File: config.mk
export PLATFORM = sky130hd
export DESIGN_NAME = rbfcs_core
export DESIGN_NICKNAME = d
export VERILOG_FILES = /design/src/logic/rbfcs_bit_packer.v /design/src/logic/rbfcs_core.v
export VERILOG_INCLUDE_DIRS = /design/src /design/src/logic
export SDC_FILE = /design/constraint.sdc
export NUM_CORES = 1
export LEC_CHECK = 0
export ABC_AREA = 1
export BUFFER_PORTS_ARGS = -buffer_cell sky130_fd_sc_hd__buf_2
export CORE_MARGIN = 4
export CORE_UTILIZATION = 52
export CTS_BUF_LIST = sky130_fd_sc_hd__clkbuf_8
export CTS_CLUSTER_DIAMETER = 150
export DETAILED_ROUTE_END_ITERATION = 6
export PLACE_DENSITY_LB_ADDON = 0.15
export SLEW_MARGIN = 40
export SYNTH_ARGS = -nofsm -noshare
export SYNTH_HDL_FRONTEND = slang
export SYNTH_SLANG_ARGS = --single-unit
File: constraint.sdc
create_clock -name ref_clk_i -period 1.66 [get_ports ref_clk_i]
set_input_delay 0.249 -clock ref_clk_i [delete_from_list [all_inputs] [get_ports ref_clk_i]]
set_output_delay 0.249 -clock ref_clk_i [all_outputs]
set_load 0.01 [all_outputs]
File: src/logic/rbfcs_map.vh
// register offsets, field positions, reset values and state codes of the receive framing block
`ifndef RBFCS_MAP_VH
`define RBFCS_MAP_VH

// ****************************************
// register offsets
// ****************************************
`define RBFCS_OFS_STATUS     8'h0B
`define RBFCS_OFS_BIT_CTRL   8'h0C
`define RBFCS_OFS_COLL_POS   8'h0D

// ****************************************
// field positions
// ****************************************
`define RBFCS_CIPHER_BIT     5
`define RBFCS_KEEP_BIT       7
`define RBFCS_ALIGN_HI       6
`define RBFCS_ALIGN_LO       4
`define RBFCS_COLL_ERR_BIT   3
`define RBFCS_LAST_HI        2
`define RBFCS_LAST_LO        0
`define RBFCS_CVALID_BIT     7

// ****************************************
// reset values
// ****************************************
`define RBFCS_RST_BIT_CTRL   8'h00
`define RBFCS_RST_COLL_POS   7'h00
`define RBFCS_RST_RDATA      8'h00

// ****************************************
// transceiver state codes and limits
// ****************************************
`define RBFCS_ST_IDLE        3'h0
`define RBFCS_ST_TX_WAIT     3'h1
`define RBFCS_ST_TX          3'h3
`define RBFCS_ST_RX_WAIT     3'h5
`define RBFCS_ST_WAIT_DATA   3'h6
`define RBFCS_ST_RX          3'h7
`define RBFCS_COLL_MAX_IDX   8'h3F

`endif

File: src/logic/rbfcs_bit_packer.v
// packs a serial receive bit stream into bytes starting at a chosen bit position
`timescale 1ns/1ps
module rbfcs_bit_packer (
   // clock and reset
   input  wire       ref_clk_i,
   input  wire       reset_n_i,
   // control
   input  wire       start_i,     // start of reception, loads position
   input  wire [2:0] align_i,     // position of first stored bit
   input  wire       flush_i,     // end of frame, push partial byte
   // bit stream
   input  wire       bit_valid_i,
   input  wire       bit_i,
   // byte output
   output reg        byte_valid_o,
   output reg  [7:0] byte_o,
   output reg  [2:0] fill_o       // next free position in current byte
);

   reg [7:0] acc_ff;               // byte under construction
   reg [7:0] nxt_acc;

   // ****************************************
   // next accumulator value
   // ****************************************
   always @* begin
      nxt_acc = acc_ff;
      nxt_acc[fill_o] = bit_i;
   end

   // ****************************************
   // fill position and byte hand-off
   // ****************************************
   always @(posedge ref_clk_i or negedge reset_n_i) begin
      if (!reset_n_i) begin
         acc_ff       <= 8'h00;
         byte_o       <= 8'h00;
         byte_valid_o <= 1'b0;
         fill_o       <= 3'h0;
      end else begin
         byte_valid_o <= 1'b0;
         if (start_i) begin
            // positions below the start stay zero
            acc_ff <= 8'h00;
            fill_o <= align_i;
         end else if (bit_valid_i) begin
            if (fill_o == 3'h7) begin
               // top position filled, the next bit goes to bit 0 of a new byte
               byte_o       <= nxt_acc;
               byte_valid_o <= 1'b1;
               acc_ff       <= 8'h00;
               fill_o       <= 3'h0;
            end else begin
               acc_ff <= nxt_acc;
               fill_o <= fill_o + 3'h1;
            end
         end else if (flush_i && (fill_o != 3'h0)) begin
            // partial final byte
            byte_o       <= acc_ff;
            byte_valid_o <= 1'b1;
            acc_ff       <= 8'h00;
         end
      end
   end

endmodule

File: src/logic/rbfcs_core.v
// receive status, bit framing and collision reporting registers with transceiver state machine
`timescale 1ns/1ps
`include "rbfcs_map.vh"
module rbfcs_core (
   // clock and reset
   input  wire       ref_clk_i,
   input  wire       reset_n_i,
   // register port
   input  wire [7:0] reg_addr_i,
   input  wire       reg_wr_i,
   input  wire [7:0] reg_wdata_i,
   input  wire       reg_rd_i,
   output reg  [7:0] reg_rdata_o,
   // command events
   input  wire       cmd_start_i,      // transceive command started
   input  wire       cmd_stop_i,       // command aborted or ended
   input  wire       auth_done_i,      // authentication command succeeded
   input  wire       tx_go_i,          // transmission begins
   input  wire       tx_done_i,        // last bit sent
   input  wire       rx_enable_i,      // receiver armed
   input  wire       rx_sof_i,         // start of frame seen
   input  wire       rx_end_i,         // end of frame seen
   // receive bit stream
   input  wire       rx_bit_valid_i,
   input  wire       rx_bit_i,
   input  wire       rx_bit_coll_i,    // this bit collided
   input  wire       rx_parity_err_i,
   input  wire       rx_crc_err_i,
   // receive data out
   output wire       rx_byte_valid_o,
   output wire [7:0] rx_byte_o,
   // status out
   output reg  [2:0] transceiver_state_o,
   output reg        card_cipher_active_o,
   output reg        integrity_error_flag_o,
   output reg        collision_detected_o,
   output reg        bit_oriented_o
);

   // ****************************************
   // declarations
   // ****************************************
   reg  [7:0] bit_ctrl_ff;             // keep, align, coll-as-error, last bits
   reg  [6:0] collision_index_ff;      // first collided position
   reg        collision_index_valid_ff;
   reg  [7:0] bit_idx_ff;              // data bit position incl. alignment
   reg  [2:0] nxt_state;
   reg        nxt_int_err;
   wire [2:0] fill_pos;                // packer's next free position
   wire       wr_status;
   wire       wr_bit_ctrl;
   wire       rx_start;                // start of reception
   wire       bit_stored;              // value handed to the packer
   wire       first_coll;
   wire [2:0] first_bit_position;
   wire       keep_bits_past_collision;
   wire       collision_as_error;

   assign wr_status   = reg_wr_i && (reg_addr_i == `RBFCS_OFS_STATUS);
   assign wr_bit_ctrl = reg_wr_i && (reg_addr_i == `RBFCS_OFS_BIT_CTRL);
   assign first_bit_position       = bit_ctrl_ff[`RBFCS_ALIGN_HI:`RBFCS_ALIGN_LO];
   assign keep_bits_past_collision = bit_ctrl_ff[`RBFCS_KEEP_BIT];
   assign collision_as_error       = bit_ctrl_ff[`RBFCS_COLL_ERR_BIT];

   // reception begins when the receiver waits for data
   assign rx_start = (nxt_state == `RBFCS_ST_WAIT_DATA) && (transceiver_state_o != `RBFCS_ST_WAIT_DATA);

   // only the first collision of a frame is recorded
   assign first_coll = rx_bit_valid_i && rx_bit_coll_i && !collision_detected_o;

   // bits after the first collision forced low unless kept
   assign bit_stored = (collision_detected_o && !keep_bits_past_collision) ? 1'b0 : rx_bit_i;

   // ****************************************
   // transceiver state machine
   // ****************************************
   // 100b has no state assigned, so it can never be reported
   always @* begin
      nxt_state = transceiver_state_o;
      if (cmd_stop_i) begin
         nxt_state = `RBFCS_ST_IDLE;
      end else begin
         case (transceiver_state_o)
            `RBFCS_ST_IDLE: begin
               if (cmd_start_i) nxt_state = `RBFCS_ST_TX_WAIT;
            end
            `RBFCS_ST_TX_WAIT: begin
               if (tx_go_i) nxt_state = `RBFCS_ST_TX;
            end
            `RBFCS_ST_TX: begin
               if (tx_done_i) nxt_state = `RBFCS_ST_RX_WAIT;
            end
            `RBFCS_ST_RX_WAIT: begin
               if (rx_enable_i) nxt_state = `RBFCS_ST_WAIT_DATA;
            end
            `RBFCS_ST_WAIT_DATA: begin
               if (rx_sof_i) nxt_state = `RBFCS_ST_RX;
            end
            `RBFCS_ST_RX: begin
               if (rx_end_i) nxt_state = `RBFCS_ST_IDLE;
            end
            default: begin
               // unused code falls back to idle
               nxt_state = `RBFCS_ST_IDLE;
            end
         endcase
      end
   end

   always @(posedge ref_clk_i or negedge reset_n_i) begin
      if (!reset_n_i) begin
         transceiver_state_o <= `RBFCS_ST_IDLE;
      end else begin
         transceiver_state_o <= nxt_state;
      end
   end

   // ****************************************
   // cipher flag
   // ****************************************
   // host may only clear; set by authentication wins over a clear
   always @(posedge ref_clk_i or negedge reset_n_i) begin
      if (!reset_n_i) begin
         card_cipher_active_o <= 1'b0;
      end else if (auth_done_i) begin
         card_cipher_active_o <= 1'b1;
      end else if (wr_status && !reg_wdata_i[`RBFCS_CIPHER_BIT]) begin
         card_cipher_active_o <= 1'b0;
      end
   end

   // ****************************************
   // bit control register
   // ****************************************
   always @(posedge ref_clk_i or negedge reset_n_i) begin
      if (!reset_n_i) begin
         bit_ctrl_ff <= `RBFCS_RST_BIT_CTRL;
      end else begin
         if (wr_bit_ctrl) begin
            bit_ctrl_ff <= reg_wdata_i;
         end
         // decoder updates last bits after any host write in the same cycle
         if (rx_start) begin
            bit_ctrl_ff[`RBFCS_LAST_HI:`RBFCS_LAST_LO] <= 3'h0;
         end else if ((transceiver_state_o == `RBFCS_ST_RX) && rx_end_i) begin
            // filled position count of the final byte; zero means a full byte
            bit_ctrl_ff[`RBFCS_LAST_HI:`RBFCS_LAST_LO] <= fill_pos;
         end
      end
   end

   // ****************************************
   // bit-oriented mode indication
   // ****************************************
   always @(posedge ref_clk_i or negedge reset_n_i) begin
      if (!reset_n_i) begin
         bit_oriented_o <= 1'b0;
      end else begin
         bit_oriented_o <= (first_bit_position != 3'h0);
      end
   end

   // ****************************************
   // collision position tracking
   // ****************************************
   // counter starts at the alignment so the index includes it
   always @(posedge ref_clk_i or negedge reset_n_i) begin
      if (!reset_n_i) begin
         bit_idx_ff               <= 8'h00;
         collision_index_ff       <= `RBFCS_RST_COLL_POS;
         collision_index_valid_ff <= 1'b0;
         collision_detected_o     <= 1'b0;
      end else if (rx_start) begin
         bit_idx_ff               <= {5'h00, first_bit_position};
         collision_index_ff       <= `RBFCS_RST_COLL_POS;
         collision_index_valid_ff <= 1'b0;
         collision_detected_o     <= 1'b0;
      end else if (rx_bit_valid_i) begin
         // saturate so the index never wraps back into range
         if (bit_idx_ff != 8'hFF) begin
            bit_idx_ff <= bit_idx_ff + 8'h01;
         end
         if (first_coll) begin
            collision_detected_o <= 1'b1;
            if (bit_idx_ff <= `RBFCS_COLL_MAX_IDX) begin
               // counter holds the alignment plus the data bits received, so the index includes the alignment
               collision_index_ff       <= bit_idx_ff[6:0];
               collision_index_valid_ff <= 1'b1;
            end
         end
      end
   end

   // ****************************************
   // integrity error flag
   // ****************************************
   // errors are only flagged; reception carries on regardless
   always @* begin
      nxt_int_err = integrity_error_flag_o;
      if (rx_start) begin
         nxt_int_err = 1'b0;
      end
      // set beats the clear at start of reception
      if (rx_parity_err_i || rx_crc_err_i) begin
         nxt_int_err = 1'b1;
      end
      if (first_coll && collision_as_error) begin
         nxt_int_err = 1'b1;
      end
   end

   always @(posedge ref_clk_i or negedge reset_n_i) begin
      if (!reset_n_i) begin
         integrity_error_flag_o <= 1'b0;
      end else begin
         integrity_error_flag_o <= nxt_int_err;
      end
   end

   // ****************************************
   // byte assembly
   // ****************************************
   // packer places first bit at the alignment; wraps at bit 7
   rbfcs_bit_packer u_packer (
      .ref_clk_i    (ref_clk_i),
      .reset_n_i    (reset_n_i),
      .start_i      (rx_start),
      .align_i      (first_bit_position),
      .flush_i      ((transceiver_state_o == `RBFCS_ST_RX) && rx_end_i),
      .bit_valid_i  (rx_bit_valid_i),
      .bit_i        (bit_stored),
      .byte_valid_o (rx_byte_valid_o),
      .byte_o       (rx_byte_o),
      .fill_o       (fill_pos)
   );

   // ****************************************
   // register read
   // ****************************************
   // read data is registered; unmapped offsets read zero
   always @(posedge ref_clk_i or negedge reset_n_i) begin
      if (!reset_n_i) begin
         reg_rdata_o <= `RBFCS_RST_RDATA;
      end else if (reg_rd_i) begin
         case (reg_addr_i)
            `RBFCS_OFS_STATUS: begin
               // reserved bits 7, 6, 4, 3 read zero
               reg_rdata_o <= {2'h0, card_cipher_active_o, 2'h0, transceiver_state_o};
            end
            `RBFCS_OFS_BIT_CTRL: begin
               reg_rdata_o <= bit_ctrl_ff;
            end
            `RBFCS_OFS_COLL_POS: begin
               // host must check the valid bit before using the index
               reg_rdata_o <= {collision_index_valid_ff, collision_index_ff};
            end
            default: begin
               reg_rdata_o <= 8'h00;
            end
         endcase
      end
   end

endmodule

==> results.sh <==
export IMPL_status="finished, final reports clean"
export IMPL_cpMostUsedCell="nand2_1"
export IMPL_die_area_um2=7550
export IMPL_hold_class="input port to register"
export IMPL_synth_cell_types=29
export IMPL_seq_area_frac_synth=0.456
export IMPL_cp_cell_sequence="buf_4 > inv_2 > nor2_4 > nand3_2 > nand2_1 > nand3_2 > nand2_1 > nand2_1"
export IMPL_rsz0062_at_grt="yes"
export IMPL_reg2reg_from="transceiver_state_o[2]$_DFF_PN0_"
export IMPL_cp_arrival_ps=1810
export IMPL_syn_to_final_growth_pct=24.3
export IMPL_portBuffers=56
export IMPL_fin_crit_sh=0.953
export IMPL_ir_drop_mv=0.686
export IMPL_critical_path_class="register to register"
export IMPL_start_kind="register"
export IMPL_slew_viol_final=0
export IMPL_cts_tree="done"
export IMPL_clkSinkCount=59
export IMPL_path_clk_slew_ps=70
export IMPL_start_util=0.540
export IMPL_grt_start_max_net_pins=60
export IMPL_hold_worst_slack_ps=111
export IMPL_power_density_nw_per_um2=1260
export IMPL_slowest_stage="dfrtp_1"
export IMPL_fp_dieH_um=86.9
export IMPL_fin_skew_ps=9.72
export IMPL_cpPeakStageDelay_ps=430
export IMPL_drive_above_1_share=0.205
export IMPL_end_kind="register"
export IMPL_relSlewSlack=0.698
export IMPL_required_ps=1890
export IMPL_hold_end="card_cipher_active_o$_DFFE_PN0P_"
export IMPL_cts_buffers=9
export IMPL_r2r_end="u_packer.byte_o[1]$_DFFE_PN0P_"
export IMPL_syn_nets=486
export IMPL_drv_cap=0
export IMPL_drt_initial_drc_count=303
export IMPL_post_route_min_period_ps=1580
export IMPL_grt_pass1_vias=3066
export IMPL_track_usage=0.241
export IMPL_max_freq_mhz=632
export IMPL_min_from="auth_done_i"
export IMPL_place_congestion=0.862
export IMPL_ant_nets=0
export IMPL_root_buffer="clkbuf_8"
export IMPL_synth_area_per_cell_um2=7.20
export IMPL_rows=28
export IMPL_wire_per_inst_um=13.7
export IMPL_overflow=0
export IMPL_power_leakage_nw=2.25
export IMPL_fp_dieW_um=86.9
export IMPL_postSynthCellCount=449
export IMPL_clock_latency_ps=330
export IMPL_total_power_w=0.00508
export IMPL_drt_total_wl_um=8370
export IMPL_ios=57
export IMPL_drcViolationCount=0
export IMPL_clockBufferDepth=2
export IMPL_vias=3212
export IMPL_worstPathMaxFanout=8
export IMPL_ff2ff_setup_slack_ps=80
export IMPL_ys_ff_latch=59
export IMPL_grt_antenna_before_repair=0
export IMPL_diodes=0
export IMPL_path_delay_family="simple AND/OR/NAND/NOR gates"
export IMPL_htreeDepth=3
export IMPL_post_drt_via_cell_ratio=5.26
export IMPL_ys_warn_count=0
export IMPL_critPathBufInv=2
export IMPL_core_um2=5990
export IMPL_tightest_slew_ps=451
export IMPL_min_path_cells=2
export IMPL_fin_nets=568
export IMPL_syn_area_um2=3230
export IMPL_dp_hpwl_um=6030
export IMPL_firstDrtPassIters=5
export IMPL_setup_violations=0
export IMPL_finalHoldViolCount=0
export IMPL_reg2reg_depth=8
export IMPL_grt_pass1_wl_um=14400
==> worst reg2reg max path: cells and delay by family, from the launching register on <==
| kind | cells | cell delay, ps |
|---|---|---|
| buffers and inverters | 2 | 230 |
| DFF | 1 | 430 |
| and+or+nand+nor | 6 | 820 |
==> metrics by stage <==
step	worst slack, ps	instance area (um^2)	utilization	setup TNS [ps]	cells
after CTS	89.7	4010	0.669	0	611
after global routing	-50.4	4020	0.671	-442	611
after global placement	148	3760	0.627	0	594
final	78.8	4020	0.671	0	611
after floorplan	113	3230	-	0	449
after detailed placement	114	3760	0.627	0	594
==> final cells by class <==
cell class              instances  area (um^2)
repair buffers                 80          488
clock buffers                  10          138
inverters                      56          210
flip-flops and latches         59         1480
well taps                      75         93.8
fillers                       528         1970
clock inverters                 6          104
multi-input cells             325         1510
==> synthesized netlist by cell type (all sizes together) <==
cell,n,area share
o21bai,1,0.0023
clkinv,1,0.0012
nor3,4,0.0097
nor2,32,0.042
a21oi,10,0.019
a31oi,2,0.0039
o21ai,18,0.028
o211ai,3,0.0070
nand3,56,0.091
nand4,17,0.033
inv,55,0.064
or2,1,0.0019
ha,4,0.015
buf,5,0.010
clkbuf,4,0.0046
xor2,1,0.0027
a21o,1,0.0023
nand2,174,0.20
xnor2,1,0.0027
dfrtp,59,0.46
==> cells by family (layout without fill, tap and decap cells) <==
logic type,count (synthesis),in the layout,share of synthesized area
XOR/XNOR,2,2,0.00542
adder cells (fa/ha/maj),4,4,0.0155
AO/OA/AOI/OAI,35,35,0.0623
flip-flops,59,59,0.456
AND/OR/NAND/NOR,284,284,0.380
buffers and inverters,65,152,0.0801
==> worst max path at each step <==
stage | startpoint | slack, ps | depth (start not counted) | to
5_1_grt | transceiver_state_o[2]$_DFF_PN0_ | -50 | 8 | u_packer.byte_o[0]$_DFFE_PN0P_
2_1_floorplan | u_packer.fill_o[1]$_DFFE_PN0P_ | 110 | 8 | u_packer.byte_o[6]$_DFFE_PN0P_
3_5_place_dp | transceiver_state_o[2]$_DFF_PN0_ | 110 | 8 | u_packer.byte_o[5]$_DFFE_PN0P_
6_report | transceiver_state_o[2]$_DFF_PN0_ | 80 | 8 | u_packer.byte_o[1]$_DFFE_PN0P_
3_3_place_gp | transceiver_state_o[2]$_DFF_PN0_ | 150 | 8 | u_packer.byte_o[1]$_DFFE_PN0P_
4_1_cts | transceiver_state_o[2]$_DFF_PN0_ | 90 | 7 | bit_idx_ff[7]$_DFFE_PN0P_
==> registers in the layout, indices dropped and copies added (netlist names) <==
signal                    cells
bit_ctrl_ff                   8
bit_idx_ff                    8
bit_oriented_o                1
card_cipher_active_o          1
collision_detected_o          1
collision_index_ff            7
collision_index_valid_ff      1
integrity_error_flag_o        1
reg_rdata_o                   8
transceiver_state_o           3
u_packer.acc_ff               8
u_packer.byte_o               8
u_packer.byte_valid_o         1
u_packer.fill_o               3
==> routing by layer <==
layer / up-vias / track usage / share of wire
met1: 1497 / 0.343 / 0.47
met2: 99 / 0.373 / 0.46
met5: - / 0 / 0
met3: 14 / 0.0322 / 0.055
met4: 0 / 0.0892 / 0.016
li1: 1602 / - / -
==> power by group <==
part,total [W],internal (W),switching (W)
Sequential,0.00206,0.00179,0.000271
Clock,0.00160,0.00103,0.000577
Combinational,0.00142,0.000583,0.000835
Total,0.00508,0.00340,0.00168
==> cells in the final DEF (no fill, tap or decap), types with 2 or more instances in the layout <==
| cell | instances |
|---|---|
| inv_2 | 4 |
| nand3_1 | 53 |
| clkbuf_8 | 10 |
| inv_1 | 52 |
| a21oi_1 | 9 |
| clkinv_2 | 2 |
| buf_4 | 21 |
| nor3_1 | 3 |
| a31oi_1 | 2 |
| bufinv_16 | 3 |
| nor2_2 | 3 |
| nand3_2 | 2 |
| nand4_1 | 17 |
| nand2_1 | 172 |
| ha_1 | 4 |
| nor2_1 | 28 |
| buf_2 | 56 |
| dfrtp_1 | 59 |
| nand2_2 | 2 |
| o21ai_0 | 18 |
| buf_12 | 2 |
| o211ai_1 | 3 |
==> timing repair <==
action	in CTS	in global routing
endpoints found under the setup margin	0	22
resized for setup	0	2
hold buffers	1	0
endpoints found under the hold margin	59	0
buffers inserted	0	0
Power figures use the tool's default switching activity.
